**config.mk**
```make
export PLATFORM = sky130hd
export DESIGN_NAME = srp_readout_flat
export DESIGN_NICKNAME = d
export VERILOG_FILES = /design/src/srp_pkg.sv /design/src/srp_stream_if.sv /design/src/srp_readout.sv /design/src/flat_wrapper.sv
export VERILOG_INCLUDE_DIRS = /design/src
export SDC_FILE = /design/constraint.sdc
export NUM_CORES = 1
export LEC_CHECK = 0
export BUFFER_PORTS_ARGS = -buffer_cell sky130_fd_sc_hd__buf_4
export CAP_MARGIN = 25
export CORE_MARGIN = 5
export CORE_UTILIZATION = 54
export CTS_CLUSTER_DIAMETER = 150
export CTS_CLUSTER_SIZE = 28
export DETAILED_ROUTE_END_ITERATION = 10
export GPL_TIMING_DRIVEN = 0
export HOLD_SLACK_MARGIN = 0.1
export PLACE_DENSITY = 0.85
export SYNTH_ARGS = -nofsm -noshare
export SYNTH_HDL_FRONTEND = slang
export SYNTH_SLANG_ARGS = --single-unit
```
**constraint.sdc**
```tcl
create_clock -name clk -period 3.26 [get_ports clk]
set_input_delay 0.326 -clock clk [delete_from_list [all_inputs] [get_ports clk]]
set_output_delay 0.326 -clock clk [all_outputs]
set_load 0.02 [all_outputs]
```
**src/srp_defs.svh**
```systemverilog
`ifndef SRP_DEFS_SVH
`define SRP_DEFS_SVH

// ==========================================================
// Clock limits and period
`define SRP_CLK_MIN_MHZ      10
`define SRP_CLK_MAX_MHZ      100
`define SRP_CLK_PERIOD_NS    10

// ==========================================================
// Stream widths
`define SRP_VOLT_MASK_W      16
`define SRP_TEMP_MASK_W      9
`define SRP_CHAN_W           4
`define SRP_DATA_W           32

// ==========================================================
// Voltage mask fields
`define SRP_VOLT_EXT_LO      0
`define SRP_VOLT_EXT_HI      1
`define SRP_VOLT_INT_LO      2
`define SRP_VOLT_INT_HI      15
`define SRP_VOLT_FRAC_BITS   16

// ==========================================================
// Temperature mask fields
`define SRP_TEMP_FABRIC_BIT  0
`define SRP_TEMP_TILE_LO     1
`define SRP_TEMP_TILE_HI     6
`define SRP_TEMP_STACK_LO    7
`define SRP_TEMP_STACK_HI    8
`define SRP_TEMP_FRAC_BITS   8
`define SRP_TEMP_INVALID     32'h8000_0000

// ==========================================================
// Command strobe hold, in clock cycles
`define SRP_CMD_HOLD_MIN     1
`define SRP_CMD_HOLD_MAX     3

`endif

```
**src/srp_pkg.sv**
```systemverilog
`include "srp_defs.svh"

package srp_pkg;

    // ======================================================
    // Readout end sequencer
    typedef enum logic [2:0] {
        SRP_DEV_IDLE  = 3'b001,
        SRP_DEV_FETCH = 3'b010,
        SRP_DEV_SEND  = 3'b100
    } srp_dev_state_t;

    // ======================================================
    // Requester end sequencer
    typedef enum logic [2:0] {
        SRP_REQ_IDLE = 3'b001,
        SRP_REQ_ASK  = 3'b010,
        SRP_REQ_WAIT = 3'b100
    } srp_req_state_t;

    typedef logic [`SRP_CHAN_W-1:0] srp_chan_t;
    typedef logic [`SRP_DATA_W-1:0] srp_word_t;

endpackage : srp_pkg

```
**src/srp_stream_if.sv**
```systemverilog
`timescale 1ns/10ps
`include "srp_defs.svh"

interface srp_stream_if #(
    parameter int MASK_W = `SRP_VOLT_MASK_W
) (
    input logic clk
);
    logic                   cmd_valid;
    logic                   cmd_ready;
    logic [MASK_W-1:0]      cmd_data;
    logic                   rsp_valid;
    logic                   rsp_ready;
    logic [`SRP_CHAN_W-1:0] rsp_channel;
    logic [`SRP_DATA_W-1:0] rsp_data;
    logic                   rsp_startofpacket;
    logic                   rsp_endofpacket;

    modport dev (
        input  cmd_valid, cmd_data, rsp_ready,
        output cmd_ready, rsp_valid, rsp_channel, rsp_data,
        output rsp_startofpacket, rsp_endofpacket
    );

    modport req (
        output cmd_valid, cmd_data, rsp_ready,
        input  cmd_ready, rsp_valid, rsp_channel, rsp_data,
        input  rsp_startofpacket, rsp_endofpacket
    );
endinterface : srp_stream_if

```
**src/srp_readout.sv**
```systemverilog
`timescale 1ns/10ps
`include "srp_defs.svh"

// What this block does
// - Clock runs between 10 and 100 MHz.
// - Active-low reset, applied asynchronously, clears state.
// - Both streams transfer when valid and ready.
// - Requester presents mask with request strobe.
// - Accept high only when a command fits.
// - Voltage mask 16 bits, 2 external inputs.
// - Requester sets only existing channel bits.
// - Temperature mask 9 bits: fabric, tiles, stacks.
// - Reading strobe marks exactly the valid beats.
// - Each reading carries a 4-bit channel index.
// - Voltage word 32 bits, 16 fraction bits.
// - Temperature word signed, 8 fraction bits.
// - Invalid temperature returns most-negative code.
// - First-beat flag on first reading.
// - Last-beat flag on final reading.
// - Request strobe held one to three cycles.
// - One beat per set mask bit.
// - Accept stays low while awaiting response.
// - Requester idles strobe and mask before operation.
// - Receiver ignores data while strobe low.

module srp_readout
    import srp_pkg::*;
#(
    parameter bit TEMP_VARIANT = 1'b0,
    parameter int MASK_W       = TEMP_VARIANT ? `SRP_TEMP_MASK_W : `SRP_VOLT_MASK_W
) (
    input  logic                   clk,          // Stream clock, 10..100 MHz
    input  logic                   rst_n,        // Async reset, active low
    srp_stream_if.dev              link,         // Command and response streams
    output logic                   mgmt_req,     // Reading request to processor
    output logic [`SRP_CHAN_W-1:0] mgmt_chan,    // Channel being requested
    input  logic                   mgmt_ack,     // Processor returns a reading
    input  logic [`SRP_DATA_W-1:0] mgmt_value,   // Reading from processor
    input  logic                   mgmt_invalid, // Processor flags reading bad
    output logic                   busy          // Command in progress
);

    // ======================================================
    // Mask helpers

    // Index of the lowest set bit; ascending order falls out of this
    function automatic srp_chan_t lowest_idx(input logic [MASK_W-1:0] m);
        srp_chan_t idx;
        idx = '0;
        for (int i = MASK_W - 1; i >= 0; i--) begin
            if (m[i]) begin
                idx = srp_chan_t'(i);
            end
        end
        return idx;
    endfunction : lowest_idx

    function automatic logic [MASK_W-1:0] drop_lowest(input logic [MASK_W-1:0] m);
        return m & (m - {{(MASK_W-1){1'b0}}, 1'b1});
    endfunction : drop_lowest

    // ======================================================
    // State

    srp_dev_state_t      state_ff,  nxt_state;
    logic [MASK_W-1:0]   pend_ff,   nxt_pend;
    srp_chan_t           chan_ff,   nxt_chan;
    srp_word_t           data_ff,   nxt_data;
    logic                valid_ff,  nxt_valid;
    logic                sop_ff,    nxt_sop;
    logic                eop_ff,    nxt_eop;
    logic                first_ff,  nxt_first;
    logic                req_ff,    nxt_req;

    logic                cmd_take;
    logic                beat_take;

    // low from accept of a non-empty mask until packet end
    assign link.cmd_ready = (state_ff == SRP_DEV_IDLE);

    assign cmd_take  = link.cmd_valid && link.cmd_ready;
    assign beat_take = valid_ff && link.rsp_ready;

    // ======================================================
    // Sequencer next values

    always_comb begin
        nxt_state = state_ff;
        nxt_pend  = pend_ff;
        nxt_chan  = chan_ff;
        nxt_data  = data_ff;
        nxt_valid = valid_ff;
        nxt_sop   = sop_ff;
        nxt_eop   = eop_ff;
        nxt_first = first_ff;
        nxt_req   = req_ff;
        case (state_ff)
            SRP_DEV_IDLE: begin
                if (cmd_take) begin
                    // Empty mask: accepted, no packet follows
                    if (link.cmd_data != '0) begin
                        nxt_chan  = lowest_idx(link.cmd_data);
                        nxt_pend  = drop_lowest(link.cmd_data);
                        nxt_first = 1'b1;
                        nxt_req   = 1'b1;
                        nxt_state = SRP_DEV_FETCH;
                    end
                end
            end
            SRP_DEV_FETCH: begin
                if (mgmt_ack) begin
                    nxt_req = 1'b0;
                    if (TEMP_VARIANT && mgmt_invalid) begin
                        nxt_data = `SRP_TEMP_INVALID;
                    end else begin
                        // temperature word passed as signed 24.8
                        nxt_data = mgmt_value;
                    end
                    nxt_valid = 1'b1;
                    nxt_sop   = first_ff;
                    nxt_eop   = (pend_ff == '0);
                    nxt_state = SRP_DEV_SEND;
                end
            end
            SRP_DEV_SEND: begin
                if (beat_take) begin
                    // strobe falls once the beat is taken
                    nxt_valid = 1'b0;
                    nxt_sop   = 1'b0;
                    nxt_eop   = 1'b0;
                    nxt_first = 1'b0;
                    if (pend_ff == '0) begin
                        nxt_state = SRP_DEV_IDLE;
                    end else begin
                        nxt_chan  = lowest_idx(pend_ff);
                        nxt_pend  = drop_lowest(pend_ff);
                        nxt_req   = 1'b1;
                        nxt_state = SRP_DEV_FETCH;
                    end
                end
            end
            default: begin
                nxt_state = SRP_DEV_IDLE;
                nxt_valid = 1'b0;
                nxt_req   = 1'b0;
                nxt_pend  = '0;
            end
        endcase
    end

    // ======================================================
    // Sequencer registers

    always_ff @(posedge clk or negedge rst_n) begin
        if (!rst_n) begin
            state_ff <= SRP_DEV_IDLE;
            pend_ff  <= '0;
            chan_ff  <= '0;
            data_ff  <= '0;
            valid_ff <= 1'b0;
            sop_ff   <= 1'b0;
            eop_ff   <= 1'b0;
            first_ff <= 1'b0;
            req_ff   <= 1'b0;
        end else begin
            state_ff <= nxt_state;
            pend_ff  <= nxt_pend;
            chan_ff  <= nxt_chan;
            data_ff  <= nxt_data;
            valid_ff <= nxt_valid;
            sop_ff   <= nxt_sop;
            eop_ff   <= nxt_eop;
            first_ff <= nxt_first;
            req_ff   <= nxt_req;
        end
    end

    // ======================================================
    // Outputs

    // Processor request stays up until its acknowledge
    assign mgmt_req  = req_ff;
    assign mgmt_chan = chan_ff;
    assign busy      = (state_ff != SRP_DEV_IDLE);

    // data only meaningful with the strobe
    assign link.rsp_valid         = valid_ff;
    assign link.rsp_channel       = chan_ff;
    assign link.rsp_data          = data_ff;
    assign link.rsp_startofpacket = sop_ff;
    assign link.rsp_endofpacket   = eop_ff;

endmodule : srp_readout

```
**src/flat_wrapper.sv**
```systemverilog
// flat-port wrapper written by rule: the top's interface ports become plain ports
module srp_readout_flat import srp_pkg::*;
#(
    parameter bit TEMP_VARIANT = 1'b0,
    parameter int MASK_W       = TEMP_VARIANT ? `SRP_TEMP_MASK_W : `SRP_VOLT_MASK_W
)
  (clk, rst_n, mgmt_req, mgmt_chan, mgmt_ack, mgmt_value, mgmt_invalid, busy, link_cmd_valid, link_cmd_data, link_rsp_ready, link_cmd_ready, link_rsp_valid, link_rsp_channel, link_rsp_data, link_rsp_startofpacket, link_rsp_endofpacket);
  srp_stream_if #(.MASK_W(MASK_W)) link_i (.clk(clk));
  input  logic clk;
  input  logic rst_n;
  output logic mgmt_req;
  output logic [`SRP_CHAN_W-1:0] mgmt_chan;
  input  logic mgmt_ack;
  input  logic [`SRP_DATA_W-1:0] mgmt_value;
  input  logic mgmt_invalid;
  output logic busy;
  input wire logic [$bits(link_i.cmd_valid)-1:0] link_cmd_valid;
  input wire logic [$bits(link_i.cmd_data)-1:0] link_cmd_data;
  input wire logic [$bits(link_i.rsp_ready)-1:0] link_rsp_ready;
  output wire logic [$bits(link_i.cmd_ready)-1:0] link_cmd_ready;
  output wire logic [$bits(link_i.rsp_valid)-1:0] link_rsp_valid;
  output wire logic [$bits(link_i.rsp_channel)-1:0] link_rsp_channel;
  output wire logic [$bits(link_i.rsp_data)-1:0] link_rsp_data;
  output wire logic [$bits(link_i.rsp_startofpacket)-1:0] link_rsp_startofpacket;
  output wire logic [$bits(link_i.rsp_endofpacket)-1:0] link_rsp_endofpacket;
  assign link_i.cmd_valid = link_cmd_valid;
  assign link_i.cmd_data = link_cmd_data;
  assign link_i.rsp_ready = link_rsp_ready;
  assign link_cmd_ready = link_i.cmd_ready;
  assign link_rsp_valid = link_i.rsp_valid;
  assign link_rsp_channel = link_i.rsp_channel;
  assign link_rsp_data = link_i.rsp_data;
  assign link_rsp_startofpacket = link_i.rsp_startofpacket;
  assign link_rsp_endofpacket = link_i.rsp_endofpacket;
  srp_readout #(.TEMP_VARIANT(TEMP_VARIANT), .MASK_W(MASK_W)) u_core (.clk(clk), .rst_n(rst_n), .link(link_i), .mgmt_req(mgmt_req), .mgmt_chan(mgmt_chan), .mgmt_ack(mgmt_ack), .mgmt_value(mgmt_value), .mgmt_invalid(mgmt_invalid), .busy(busy));
endmodule
```
==> results_dict.tcl <==
set metrics [dict create \
    holdPathStages 2 \
    clock.fmax_mhz 434 \
    crit_chain "nor3_1, and4_1, clkbuf_1, o21ai_1, and3_1, o22ai_1" \
    r2r_end "u_core.pend_ff[7]$_DFFE_PN0P_" \
    synthTopCellsByArea "dfrtp_1 48%, mux2_2 12%, nor2_1 3.1%, a32o_1 3.0%, o21ai_0 3.0%" \
    synthesis.area_sq_um 3000 \
    ys_warn_count 0 \
    rr_worst_depth 6 \
    powerDensity_nw_per_um2 937 \
    hpwl_um 6190 \
    synth_top_area_share_pct 48.4 \
    clk_path_buf_depth 2 \
    crit_type "flip-flop to flip-flop" \
    path_max_fanout 7 \
    syn_nets 337 \
    hold_class "input port to flip-flop" \
    hp-start "mgmt_value[12]" \
    p_switching_mw 1.51 \
    p_sw_share_pct 40.0 \
    boundaryPins 100 \
    syn_inst 283 \
    min_period_ns 2.30 \
    cp-start-kind "flip-flop" \
    gp_congestion 0.965 \
    critPathCaptureType "flip-flop" \
    internal_power_mw 2.26 \
    antenna_found_initial 0 \
    cts_tree "done" \
    cts_max_level 3 \
    slew-limit-headroom_pct 49.2 \
    clk_latency_ns 0.34 \
    worst_pin_slew_ns 0.762 \
    maxCapViolCount 0 \
    grt_pass1_wl_um 14100 \
    ys_dominant_reg_cell "dfrtp_1" \
    num_vias 2813 \
    avgSynthCellArea_sq_um 10.6 \
    dr.pass1.iters 5 \
    rows 27 \
    critPathMaxStageDelay_ns 0.53 \
    wl_met3_um 904 \
    synth_common_cells "58 x dfrtp_1, 32 x mux2_2, 25 x nor2_1" \
    synth_edf_count 0 \
    hold_slack_ns 0.218 \
    r2r-start "u_core.pend_ff[3]$_DFFE_PN0P_" \
    post_cts.repair.setup_buffers 0 \
    grt_pass1_vias 2814 \
    power_frac_clock_pct 17.6 \
    synth_seq_cells 59 \
    clock_skew_ns 0.00582 \
    irDropWorstVdd_uv 651 \
    r2r_slack_ns 0.96 \
    synthArstFlopShare_pct 100 \
    synth-seq-area-share_pct 49.2 \
    antenna_cells 0 \
    crit_family "simple AND/OR/NAND/NOR gates" \
    post-synth-top-count-cell "dfrtp_1" \
    die_w_um 84.5 \
    drv_slew 0 \
    dr_wl_met2_um 3920 \
    slowest_stage "nor3_1" \
    layout.nets 447 \
    crit_arrival_ns 2.56 \
    numCtsBuffers 9 \
    core_area_sq_um 5440 \
    dieArea_sq_um 7150 \
    drt_iter0_markers 326 \
    avgViaCountPerCell 5.99 \
    highest_layer "met4" \
    cts-root-buf "clkbuf_8" \
    synth.distinct_cells 51 \
    seqPwrFrac_pct 35.0 \
    clkSinkCount 59 \
    chipHeight_um 84.5 \
    io_buffers 98 \
    holdBufCountCts 1 \
    grt_max_degree 60 \
    wire_per_inst_um 17.9 \
    m1WireLength_um 3360 \
    outcome "complete, no violations" \
    grt.overflow.total 0 \
    hold_path_end "u_core.link.rsp_data[12]$_DFFE_PN0P_" \
    path_clk_slew_ns 0.07 \
    drive_gt1_share_pct 41.2 \
    rsz0062_at_grt "false" \
    wirelength_um 8400 \
    cts_resized 0 \
    finalSetupViolCount 0 \
    p_leak_nw 1.84 \
    fin_tns_setup_ns 0 \
    path_buf_inv 1 \
    grt_use_total_pct 24.6 \
    start_util_pct 55.2 \
    cp.required_ns 3.51 \
    yosysTopAreaCell "dfrtp_1" \
    pwr-share-comb_pct 47.4 \
    fin_crit_sh_pct 70.7 \
    hold_violations 0 \
    antenna_left 0 \
    area_growth_pct 34.4 \
    drcViolationCount 0 \
]
==> per-layer routing <==
layer | vias up | global-route usage [%]
li1 | 1298 | -
met1 | 1336 | 31.6
met2 | 155 | 38.6
met3 | 24 | 8.15
met4 | 0 | 9.35
met5 | - | 0
==> metrics by stage <==
step                setup WS, ns  std cells  util (%)  cell area, sq um  power, mW
floorplan                   1.37        283         -              3000       2.35
global placement            1.05        453      70.3              3830       3.05
detailed placement          1.04        453      70.3              3830       3.11
CTS                         1.00        470      74.1              4030       3.78
global route               0.836        470      74.1              4030       4.02
finish                     0.955        470      74.1              4030       3.78
==> power groups by stage <==
stage | Clock, mW | Sequential [mW] | Combinational [mW]
after floorplan | 0 | 1.57 | 0.785
final | 0.666 | 1.32 | 1.79
after global placement | 0 | 1.29 | 1.76
after global routing | 0.710 | 1.37 | 1.95
after CTS | 0.667 | 1.31 | 1.80
after detailed placement | 0 | 1.32 | 1.79
==> worst reg2reg max path, stage by stage, from the launching register on <==
cell,delay (ns)
dfrtp_1,0.44
nor3_1,0.53
and4_1,0.28
clkbuf_1,0.25
o21ai_1,0.25
and3_1,0.30
o22ai_1,0.16
==> how the worst max path moves through the flow <==
stage               cells past startpoint  slack, ns                      startpoint                                     end
global route                            6       0.84   u_core.pend_ff[3]$_DFFE_PN0P_           u_core.pend_ff[7]$_DFFE_PN0P_
finish                                  6       0.96   u_core.pend_ff[3]$_DFFE_PN0P_           u_core.pend_ff[7]$_DFFE_PN0P_
global placement                        5       1.05  u_core.state_ff[1]$_DFFE_PN0P_  u_core.link.rsp_channel[0]$_DFFE_PN0P_
CTS                                     6       1.00   u_core.pend_ff[3]$_DFFE_PN0P_           u_core.pend_ff[7]$_DFFE_PN0P_
detailed placement                      6       1.04   u_core.pend_ff[3]$_DFFE_PN0P_           u_core.pend_ff[7]$_DFFE_PN0P_
floorplan                               5       1.37                link_cmd_data[3]           u_core.pend_ff[8]$_DFFE_PN0P_
==> state kept, by name, indices dropped and copies added (netlist names) <==
register                       flops
u_core.state_ff                    3
u_core.link.rsp_startofpacket      1
u_core.link.rsp_data              32
u_core.link.rsp_valid              1
u_core.link.rsp_endofpacket        1
u_core.pend_ff                    15
u_core.mgmt_req                    1
u_core.link.rsp_channel            4
u_core.first_ff                    1
==> layout by cell type (no fill, tap or decap), types with 2 or more instances in the layout <==
cell | netlist | final
a211oi_1 | 3 | 3
a21oi_1 | 11 | 11
a311o_1 | 2 | 2
a31oi_1 | 2 | 2
a32o_1 | 9 | 9
and3_1 | 2 | 2
buf_2 | 4 | 4
buf_4 | 4 | 102
clkbuf_1 | 4 | 6
clkbuf_8 | 0 | 10
clkinvlp_4 | 0 | 2
dfrtp_1 | 58 | 58
inv_1 | 7 | 7
mux2_2 | 32 | 32
nand2_1 | 21 | 21
nand2b_1 | 5 | 5
nand3_1 | 12 | 12
nor2_1 | 25 | 25
nor2b_1 | 2 | 2
nor3_1 | 2 | 2
nor4_1 | 8 | 8
o211ai_1 | 4 | 4
o21ai_0 | 18 | 18
o21ai_1 | 5 | 5
o22ai_1 | 2 | 2
o2bb2ai_1 | 2 | 2
o31ai_1 | 4 | 4
or2_2 | 2 | 2
or3_1 | 3 | 3
or4_1 | 5 | 5
or4_4 | 3 | 3
==> logic make-up after synthesis <==
group | count (synthesis) | share of synthesized area [%]
compound gates | 76 | 18.6
buf+inv | 20 | 3.42
flops | 59 | 49.2
mux | 32 | 12.0
simple gates | 96 | 16.7
==> area by class of cell <==
type,count,area [sq um]
buffer,13,76.3
clock buffer,12,145
clock inverter,4,50.0
fill,382,1410
inverter,7,26.3
multi-input combinational,204,1420
sequential,59,1480
tap,72,90.1
timing repair buffer,99,746
No activity file was read; power rests on OpenSTA's default activity.
